===== src/cmd_src_regs.svh =====
// register offsets, field positions and reset values of the source arbiter
`ifndef CMD_SRC_REGS_SVH
`define CMD_SRC_REGS_SVH

// byte offsets
`define ADDR_CFG         8'h00
`define ADDR_STATUS      8'h04
`define ADDR_ASSIGN_BASE 8'h10
`define ASSIGN_COUNT     7

// configuration register fields
`define CFG_OP_BIT       0
`define CFG_SPD_LSB      2
`define CFG_PWS_LSB      4
`define CFG_SEQ_LSB      6
`define CFG_NETMODE_BIT  8

// status register fields
`define ST_OP_ACT_BIT    0
`define ST_SPD_ACT_LSB   2
`define ST_SW_ACT_BIT    4
`define ST_SW_ASGN_BIT   5
`define ST_OP_NET_BIT    6
`define ST_SPD_NET_BIT   7
`define ST_PENDING_BIT   8
`define ST_RUNNING_BIT   9
`define ST_FUNC_LSB      16

// reset values
`define RST_OP_SRC       1'h0
`define RST_SPD_SRC      2'h0
`define RST_PWS          2'h0
`define RST_SEQ          2'h2
`define RST_NETMODE      1'h1
`define RST_ASSIGN       8'h00

// setting codes
`define SRC_NET          1'h0
`define SPD_NET          2'h0
`define PWS_RUN_WRITE    2'h2
`define SEQ_EITHER       2'h1
`define SEQ_TERM_ONLY    2'h2
`define SWITCHOVER_CODE  8'h43

`endif


===== src/cmd_src_pkg.sv =====
// types shared by the command source arbiter
package cmd_src_pkg;

    // one level per drive input function, routed or merged
    typedef struct packed {
        logic control_mode_switch;
        logic torque_limit_sel;
        logic torque_bias_sel1;
        logic torque_bias_sel2;
        logic pulse_monitor_clear;
        logic flux_decay_shutoff;
        logic forward_run_cmd;
        logic reverse_run_cmd;
        logic emergency_drive_cmd;
        logic sudden_stop_in;
        logic forward_stroke_end;
        logic reverse_stroke_end;
        logic sequence_start_in;
    } func_bits_type;

    // settings that take effect only while stopped
    typedef struct packed {
        logic       operation_cmd_source_sel;
        logic [1:0] speed_cmd_source_sel;
    } src_sel_type;

endpackage


===== src/command_source_arbiter.sv =====
// routes drive input functions from terminals or network per source settings
//
// Operation
// [RQ1] Routed functions take network at operation source 0, terminals at 1.
// [RQ2] Emergency drive command is terminal OR network under any setting.
// [RQ3] Sequence start takes either input at setting 1, terminal only at 2.
// [RQ4] A combined normally-open function is on when either input is on.
// [RQ5] A combined normally-closed function is on only when both are on.
// [RQ6] Source settings change while running only if write selection is 2.
// [RQ7] A source change made while running applies once the drive stops.
// [RQ8] Writing 67 into a terminal's function code assigns switchover to it.
// [RQ9] Switchover unassigned or on: network mode sources follow settings.
// [RQ10] Switchover off: operation and speed commands come from terminals.
// [RQ11] A switchover change while running is applied only once stopped.
// [RQ12] While switchover is off, network reset requests are rejected.
// [RQ13] Terminal and network inputs are synchronised before any merging.
//
// Chosen here: the address-and-strobe port and the register offsets.
`timescale 1ns/100ps
`include "cmd_src_regs.svh"
module command_source_arbiter
    import cmd_src_pkg::*;
#(
    parameter int TERM_COUNT  = `ASSIGN_COUNT,
    parameter int SPEED_WIDTH = 16
) (
    // clock and reset
    input  wire logic                   ref_clk,
    input  wire logic                   sys_rst,
    // register port
    input  wire logic [7:0]             reg_addr,
    input  wire logic [31:0]            reg_wdata,
    input  wire logic                   reg_wr,
    input  wire logic                   reg_rd,
    output logic      [31:0]            reg_rdata,
    // drive state
    input  wire logic                   drive_running,
    // control terminals
    input  wire func_bits_type          term_func,
    input  wire logic [TERM_COUNT-1:0]  term_pins,
    input  wire logic [SPEED_WIDTH-1:0] term_speed,
    // network interface
    input  wire func_bits_type          net_func,
    input  wire logic                   net_reset_req,
    input  wire logic [SPEED_WIDTH-1:0] net_speed,
    // to the drive
    output func_bits_type               eff_func,
    output logic                        op_from_net,
    output logic                        spd_from_net,
    output logic      [SPEED_WIDTH-1:0] speed_ref,
    output logic                        drive_reset_req
);

    localparam int FW   = $bits(func_bits_type);
    localparam int SYNW = 2 * FW + TERM_COUNT + 1;

    // synchronised inputs
    logic [SYNW-1:0]       sync_raw;
    logic [SYNW-1:0]       sync_vec;
    func_bits_type         t_s;
    func_bits_type         n_s;
    logic [TERM_COUNT-1:0] pins_s;
    logic                  net_rst_s;

    assign sync_raw = {term_func, net_func, term_pins, net_reset_req};

    sync_bank #(
        .WIDTH (SYNW)
    ) sync_bank_inst (
        .ref_clk  (ref_clk),
        .sys_rst  (sys_rst),
        .async_in (sync_raw),
        .sync_out (sync_vec)
    ); // [RQ13]

    assign t_s       = sync_vec[SYNW-1 -: FW];
    assign n_s       = sync_vec[SYNW-FW-1 -: FW];
    assign pins_s    = sync_vec[TERM_COUNT:1];
    assign net_rst_s = sync_vec[0];

    // register state
    src_sel_type src_req_q;
    src_sel_type src_act_q;
    logic [1:0]  pws_q;
    logic [1:0]  seq_sel_q;
    logic        net_mode_q;
    logic [7:0]  assign_q [TERM_COUNT];
    logic        sw_act_q;
    logic        net_rst_prev_q;
    logic        reset_req_q;
    func_bits_type eff_q;
    logic        op_net_q;
    logic        spd_net_q;
    logic [SPEED_WIDTH-1:0] speed_q;
    logic [31:0] rdata_q;

    // address decode
    wire       hit_cfg    = (reg_addr == `ADDR_CFG);
    wire       hit_status = (reg_addr == `ADDR_STATUS);
    wire [7:0] asg_off    = reg_addr - `ADDR_ASSIGN_BASE;
    wire [5:0] asg_idx    = asg_off[7:2];
    wire       hit_assign = (reg_addr >= `ADDR_ASSIGN_BASE)
                         && (asg_off[1:0] == 2'h0)
                         && (asg_idx < 6'(TERM_COUNT));
    wire       cfg_wr     = reg_wr && hit_cfg;

    // source settings are locked while running unless run-write is allowed
    wire src_wr_ok = !drive_running || (pws_q == `PWS_RUN_WRITE); // [RQ6]

    always_ff @(posedge ref_clk) begin
        if (sys_rst) begin
            src_req_q.operation_cmd_source_sel <= `RST_OP_SRC;
            src_req_q.speed_cmd_source_sel     <= `RST_SPD_SRC;
        end else if (cfg_wr && src_wr_ok) begin
            src_req_q.operation_cmd_source_sel <= reg_wdata[`CFG_OP_BIT];
            src_req_q.speed_cmd_source_sel <=
                reg_wdata[`CFG_SPD_LSB +: 2];
        end
    end

    always_ff @(posedge ref_clk) begin
        if (sys_rst) begin
            pws_q      <= `RST_PWS;
            seq_sel_q  <= `RST_SEQ;
            net_mode_q <= `RST_NETMODE;
        end else if (cfg_wr) begin
            pws_q      <= reg_wdata[`CFG_PWS_LSB +: 2];
            seq_sel_q  <= reg_wdata[`CFG_SEQ_LSB +: 2];
            net_mode_q <= reg_wdata[`CFG_NETMODE_BIT];
        end
    end

    // terminal function assignment and switchover level
    logic [TERM_COUNT-1:0] sw_match;

    generate
        for (genvar i = 0; i < TERM_COUNT; i++) begin : g_term
            always_ff @(posedge ref_clk) begin
                if (sys_rst) begin
                    assign_q[i] <= `RST_ASSIGN;
                end else if (reg_wr && hit_assign
                             && asg_idx == 6'(i)) begin
                    assign_q[i] <= reg_wdata[7:0];
                end
            end
            assign sw_match[i] = (assign_q[i] == `SWITCHOVER_CODE); // [RQ8]
        end
    endgenerate

    // several terminals carrying the function act as one wired-or input
    wire sw_assigned = |sw_match; // [RQ8]
    wire sw_live     = |(sw_match & pins_s);

    // settings and switchover move only while the drive is stopped
    always_ff @(posedge ref_clk) begin
        if (sys_rst) begin
            src_act_q.operation_cmd_source_sel <= `RST_OP_SRC;
            src_act_q.speed_cmd_source_sel     <= `RST_SPD_SRC;
            sw_act_q                           <= 1'h0;
        end else if (!drive_running) begin
            src_act_q <= src_req_q; // [RQ7]
            sw_act_q  <= sw_live;   // [RQ11]
        end
    end

    // source selection
    wire sw_allows = !sw_assigned || sw_act_q; // [RQ9]
    wire op_net_d  = net_mode_q && sw_allows
                  && (src_act_q.operation_cmd_source_sel == `SRC_NET); // [RQ1]
    wire spd_net_d = net_mode_q && sw_allows
                  && (src_act_q.speed_cmd_source_sel == `SPD_NET); // [RQ9]
    // a switchover that reads off forces terminals for both commands
    wire sw_off    = sw_assigned && !sw_act_q; // [RQ10]

    // merging
    func_bits_type eff_d;
    func_bits_type routed;

    assign routed = op_net_d ? n_s : t_s; // [RQ1]

    assign eff_d.control_mode_switch = routed.control_mode_switch;
    assign eff_d.torque_limit_sel    = routed.torque_limit_sel;
    assign eff_d.torque_bias_sel1    = routed.torque_bias_sel1;
    assign eff_d.torque_bias_sel2    = routed.torque_bias_sel2;
    assign eff_d.pulse_monitor_clear = routed.pulse_monitor_clear;
    assign eff_d.flux_decay_shutoff  = routed.flux_decay_shutoff;
    assign eff_d.forward_run_cmd     = routed.forward_run_cmd;
    assign eff_d.reverse_run_cmd     = routed.reverse_run_cmd;
    // normally-open merge, independent of every source setting
    assign eff_d.emergency_drive_cmd =
        t_s.emergency_drive_cmd | n_s.emergency_drive_cmd; // [RQ2] [RQ4]
    // normally-closed merge in network mode: an open contact on either side wins; otherwise the terminal alone decides
    assign eff_d.sudden_stop_in = net_mode_q
        ? (t_s.sudden_stop_in & n_s.sudden_stop_in)
        : t_s.sudden_stop_in; // [RQ5]
    assign eff_d.forward_stroke_end = net_mode_q
        ? (t_s.forward_stroke_end & n_s.forward_stroke_end)
        : t_s.forward_stroke_end; // [RQ5]
    assign eff_d.reverse_stroke_end = net_mode_q
        ? (t_s.reverse_stroke_end & n_s.reverse_stroke_end)
        : t_s.reverse_stroke_end; // [RQ5]
    assign eff_d.sequence_start_in = (seq_sel_q == `SEQ_EITHER)
        ? (t_s.sequence_start_in | n_s.sequence_start_in)
        : t_s.sequence_start_in; // [RQ3] [RQ4]

    // network reset gate
    wire net_rst_edge = net_rst_s && !net_rst_prev_q;
    wire reset_d      = net_rst_edge && !sw_off; // [RQ12]

    always_ff @(posedge ref_clk) begin
        if (sys_rst) begin
            eff_q          <= '0;
            op_net_q       <= 1'h0;
            spd_net_q      <= 1'h0;
            speed_q        <= '0;
            net_rst_prev_q <= 1'h0;
            reset_req_q    <= 1'h0;
        end else begin
            eff_q          <= eff_d;
            op_net_q       <= op_net_d;
            spd_net_q      <= spd_net_d;
            speed_q        <= spd_net_d ? net_speed : term_speed;
            net_rst_prev_q <= net_rst_s;
            reset_req_q    <= reset_d;
        end
    end

    assign eff_func        = eff_q;
    assign op_from_net     = op_net_q;
    assign spd_from_net    = spd_net_q;
    assign speed_ref       = speed_q;
    assign drive_reset_req = reset_req_q;

    // read path
    wire        pending = (src_act_q != src_req_q) || (sw_act_q != sw_live);
    wire [31:0] cfg_word = {23'h0, net_mode_q, seq_sel_q, pws_q,
                            src_req_q.speed_cmd_source_sel, 1'h0,
                            src_req_q.operation_cmd_source_sel};
    wire [31:0] status_word = {3'h0, eff_q, 6'h0, drive_running, pending,
                               spd_net_q, op_net_q, sw_assigned, sw_act_q,
                               src_act_q.speed_cmd_source_sel, 1'h0,
                               src_act_q.operation_cmd_source_sel};
    wire [2:0]  asg_sel  = asg_idx[2:0];
    wire [31:0] asg_word = {24'h0, assign_q[asg_sel]};
    // unmapped addresses read as zero
    wire [31:0] rd_mux = hit_cfg    ? cfg_word
                       : hit_status ? status_word
                       : hit_assign ? asg_word
                       : 32'h0;

    always_ff @(posedge ref_clk) begin
        if (sys_rst) begin
            rdata_q <= 32'h0;
        end else begin
            rdata_q <= reg_rd ? rd_mux : 32'h0;
        end
    end

    assign reg_rdata = rdata_q;
endmodule


===== src/sync_bank.sv =====
// bank of two-stage synchronisers for asynchronous input levels
`timescale 1ns/100ps
module sync_bank #(
    parameter int WIDTH = 8
) (
    // clock and reset
    input  wire logic             ref_clk,
    input  wire logic             sys_rst,
    // levels
    input  wire logic [WIDTH-1:0] async_in,
    output logic      [WIDTH-1:0] sync_out
);

    logic [WIDTH-1:0] meta_q;
    logic [WIDTH-1:0] sync_q;

    // first stage feeds only the second stage
    always_ff @(posedge ref_clk) begin
        if (sys_rst) begin
            meta_q <= '0;
            sync_q <= '0;
        end else begin
            meta_q <= async_in;
            sync_q <= meta_q;
        end
    end

    assign sync_out = sync_q;

endmodule


===== config.mk =====
export PLATFORM = sky130hd
export DESIGN_NAME = command_source_arbiter
export DESIGN_NICKNAME = d
export VERILOG_FILES = /design/src/cmd_src_pkg.sv /design/src/command_source_arbiter.sv /design/src/sync_bank.sv
export VERILOG_INCLUDE_DIRS = /design/src /design/src/src
export SDC_FILE = /design/constraint.sdc
export NUM_CORES = 1
export LEC_CHECK = 0
export BUFFER_PORTS_ARGS = -buffer_cell sky130_fd_sc_hd__buf_2
export CORE_ASPECT_RATIO = 1.75
export CORE_MARGIN = 2
export CORE_UTILIZATION = 30
export DETAILED_ROUTE_END_ITERATION = 10
export MAX_ROUTING_LAYER = met4
export PLACE_DENSITY = 0.58
export SYNTH_ARGS = -nofsm -noshare
export SYNTH_HDL_FRONTEND = slang
export SYNTH_SLANG_ARGS = --single-unit

===== constraint.sdc =====
create_clock -name ref_clk -period 5.1 [get_ports ref_clk]
set_input_delay 0 -clock ref_clk [delete_from_list [all_inputs] [get_ports ref_clk]]
set_output_delay 0 -clock ref_clk [all_outputs]
set_load 0.02 [all_outputs]

==> results.json <==
{
  "cp_max_fo": 19,
  "syn-cell-area_um2": 7381,
  "areaGrowthSynthToFinish_pct": 31.26,
  "start_util": 0.3020,
  "grt_setup_unrepaired": "no",
  "wirelength_um": 19390,
  "p_leak_nw": 4.089,
  "p_int_mw": 2.430,
  "criticalPathCategory": "reg2reg",
  "drcViolationCount": 0,
  "setup_viol": 0,
  "yosysUniqueCellTypes": 50,
  "timing.final.ws_setup_ns": 1.802,
  "worst_setup_path_start_kind": "flip-flop",
  "fp.dieW_um": 122.6,
  "min_period_ns": 3.298,
  "clk-insertion-delay-late_ns": 0.45,
  "cts_tree": "yes",
  "async_flop_share": 0,
  "power.share.switching": 0.2396,
  "ys_seq_area_frac": 0.5967,
  "synth_top_flop_cell": "dfxtp_1",
  "status": "completed",
  "hold_path_depth": 2,
  "antenna_found_initial": 0,
  "place_congestion": 0.9555,
  "ant_nets": 0,
  "cp.arrival_ns": 3.69,
  "period_share": 0.6467,
  "power_mw": 3.196,
  "netlist.area_leader.share": 0.3689,
  "cap_viol_max_count": 0,
  "hp-class": "in2reg",
  "power_frac_seq": 0.517,
  "clock_sinks": 192,
  "synth_cells": 649,
  "hold_violations": 0,
  "synth.ff_latch_count": 192,
  "grt_pass1_wl_um": 28800,
  "cts_max_path_buffers": 2,
  "yosysTopAreaCell": "dfxtp_1",
  "port_buffers": 142,
  "overflow": 0,
  "ios": 175,
  "cts_resized": 0,
  "wire_per_inst_um": 16.37,
  "powerDensity_nw_per_um2": 329.9,
  "route.vias.total": 5425,
  "synth_area_leaders": "dfxtp_1 (37%), edfxtp_1 (23%), nor2b_1 (6.1%)",
  "switchingPower_mw": 0.7659,
  "tightest_slew_ns": 0.9137,
  "hold_buffers": 77,
  "numCtsBuffers": 17,
  "synth_edf_count": 56,
  "path_clk_slew_ns": 0.07,
  "viasPerCell": 4.578,
  "required_ns": 5.49,
  "maxSlewViolCount": 0,
  "nets": 975,
  "first_iter_violations": 281,
  "cts_setup_buffers": 0,
  "ff2ff_path_depth": 7,
  "rows": 76,
  "final.setup.tns_ns": 0,
  "fp.dieH_um": 211.5,
  "slew_headroom": 0.3908,
  "dieArea_um2": 25920,
  "endpoint_kind": "flip-flop",
  "syn-mean-instance-area_um2": 11.37,
  "ir_drop_uv": 236.9,
  "fmax_ghz": 0.3032,
  "p_clk_frac": 0.402,
  "h-tree-depth": 4,
  "dr.pass1.iters": 4,
  "p_comb_frac": 0.081,
  "yosysWarnings": 0,
  "final_layout_size_suffix_gt1_frac": 0.2291,
  "core-area_um2": 24440,
  "root_buffer": "clkbuf_16",
  "dp_hpwl_um": 13430,
  "grt_start_max_net_pins": 77,
  "finalClockSkew_ns": 0.01279,
  "dp_slack_ns": 2.516,
  "insertedDiodeCount": 0,
  "grt_usage": 0.1565,
  "grt_pass1_vias": 5343
}
cell families (layout without fill, tap and decap cells):
group	count (synthesis)	in the layout	synth area share
buf+inv	45	261	0.02848
mux	39	39	0.06662
xor+xnor	3	3	0.003561
flops	192	192	0.5967
simple gates	290	290	0.2297
fa+ha+maj	4	4	0.006781
compound gates	75	75	0.06764
other cells	1	9	0.0005081
metal layers:
| metal | up-vias | part of all wire | GRT usage |
|---|---|---|---|
| li1 | 2658 | - | - |
| met1 | 2567 | 0.38 | 0.1596 |
| met2 | 160 | 0.54 | 0.2755 |
| met3 | 40 | 0.039 | 0.03475 |
| met4 | 0 | 0.039 | 0.08244 |
| met5 | - | 0 | - |
synthesized netlist by cell type (11+ instances only):
cell,count
dfxtp_1,136
nor2b_1,72
and2_1,65
edfxtp_1,56
nor2_1,44
mux2i_1,30
nand3_1,27
o21ai_0,24
a21oi_1,21
clkbuf_1,17
nand2_1,17
and3_1,11
per-stage QoR:
step | instance area [um2] | util | cells | hold slack (ns)
floorplan | 7411 | - | 657 | 0.07892
global placement | 8354 | 0.3418 | 1076 | 0.2086
detailed placement | 8354 | 0.3418 | 1076 | 0.2116
CTS | 9688 | 0.3964 | 1185 | 0.01153
global route | 9688 | 0.3964 | 1185 | 0.03063
finish | 9688 | 0.3964 | 1185 | 0.03024
critical path, cell delays in order (launching register included):
cell	delay, ns
edfxtp_1	0.38
nor4b_1	0.55
nand3_1	0.29
and3_1	0.29
a21oi_2	0.71
o21ai_0	0.24
a21oi_1	0.21
dlygate4sd3_1	0.57
layout by cell type (no fill, tap or decap), drive strengths merged, types with 3 or more instances in the layout:
cell type / n
ha: 4
a21oi: 22
and3: 11
nor4b: 7
a211oi: 9
clkinv: 4
nor3: 9
buf: 144
conb: 9
a211o: 3
nand4: 10
mux2i: 30
dlygate4sd3: 77
o21ai: 24
dfxtp: 136
nand3: 27
and2: 65
nor3b: 5
nand2: 17
xnor2: 3
mux4: 8
edfxtp: 56
nand2b: 6
inv: 15
or2: 3
nor2b: 72
nor2: 51
clkbuf: 21
o21bai: 7
flip-flops by register name (all words and copies together) (netlist names):
signal                   count
op_from_net                  1
sync_bank_inst.meta_q       34
src_act_q                    3
drive_reset_req              1
spd_from_net                 1
eff_func                    13
cfg_word                     3
sw_act_q                     1
speed_ref                   16
sync_bank_inst.sync_out     34
reg_rdata                   23
assign_q                    56
net_mode_q                   1
pws_q                        2
net_rst_prev_q               1
seq_sel_q                    2
final cells by class:
cell class	instances	area [um2]
Inverter	8	30.03
Timing Repair Buffer	221	1499
Multi-Input combinational cell	420	2801
Tap cell	312	390.4
Fill cell	2347	14750
Sequential cell	192	4404
Clock buffer	21	471.7
Clock inverter	11	91.34
power groups by stage:
stage / Clock (mW) / Sequential, mW / Combinational (mW)
6_report: 1.28 / 1.65 / 0.259
5_1_grt: 1.38 / 1.66 / 0.281
4_1_cts: 1.33 / 1.65 / 0.259
3_5_place_dp: 0 / 1.69 / 0.212
3_3_place_gp: 0 / 1.69 / 0.211
2_1_floorplan: 0 / 1.69 / 0.117
final timing paths:
kind | from | end | slack [ns]
setup / recovery | assign_q[5][5] | speed_ref[11] | 1.80
hold / removal | sys_rst | sync_bank_inst.sync_out[24] | 0.03
setup reg to reg | assign_q[5][5] | speed_ref[11] | 1.80
hold reg to reg | net_rst_prev_q | drive_reset_req | 0.39
Power figures use the tool's default switching activity.
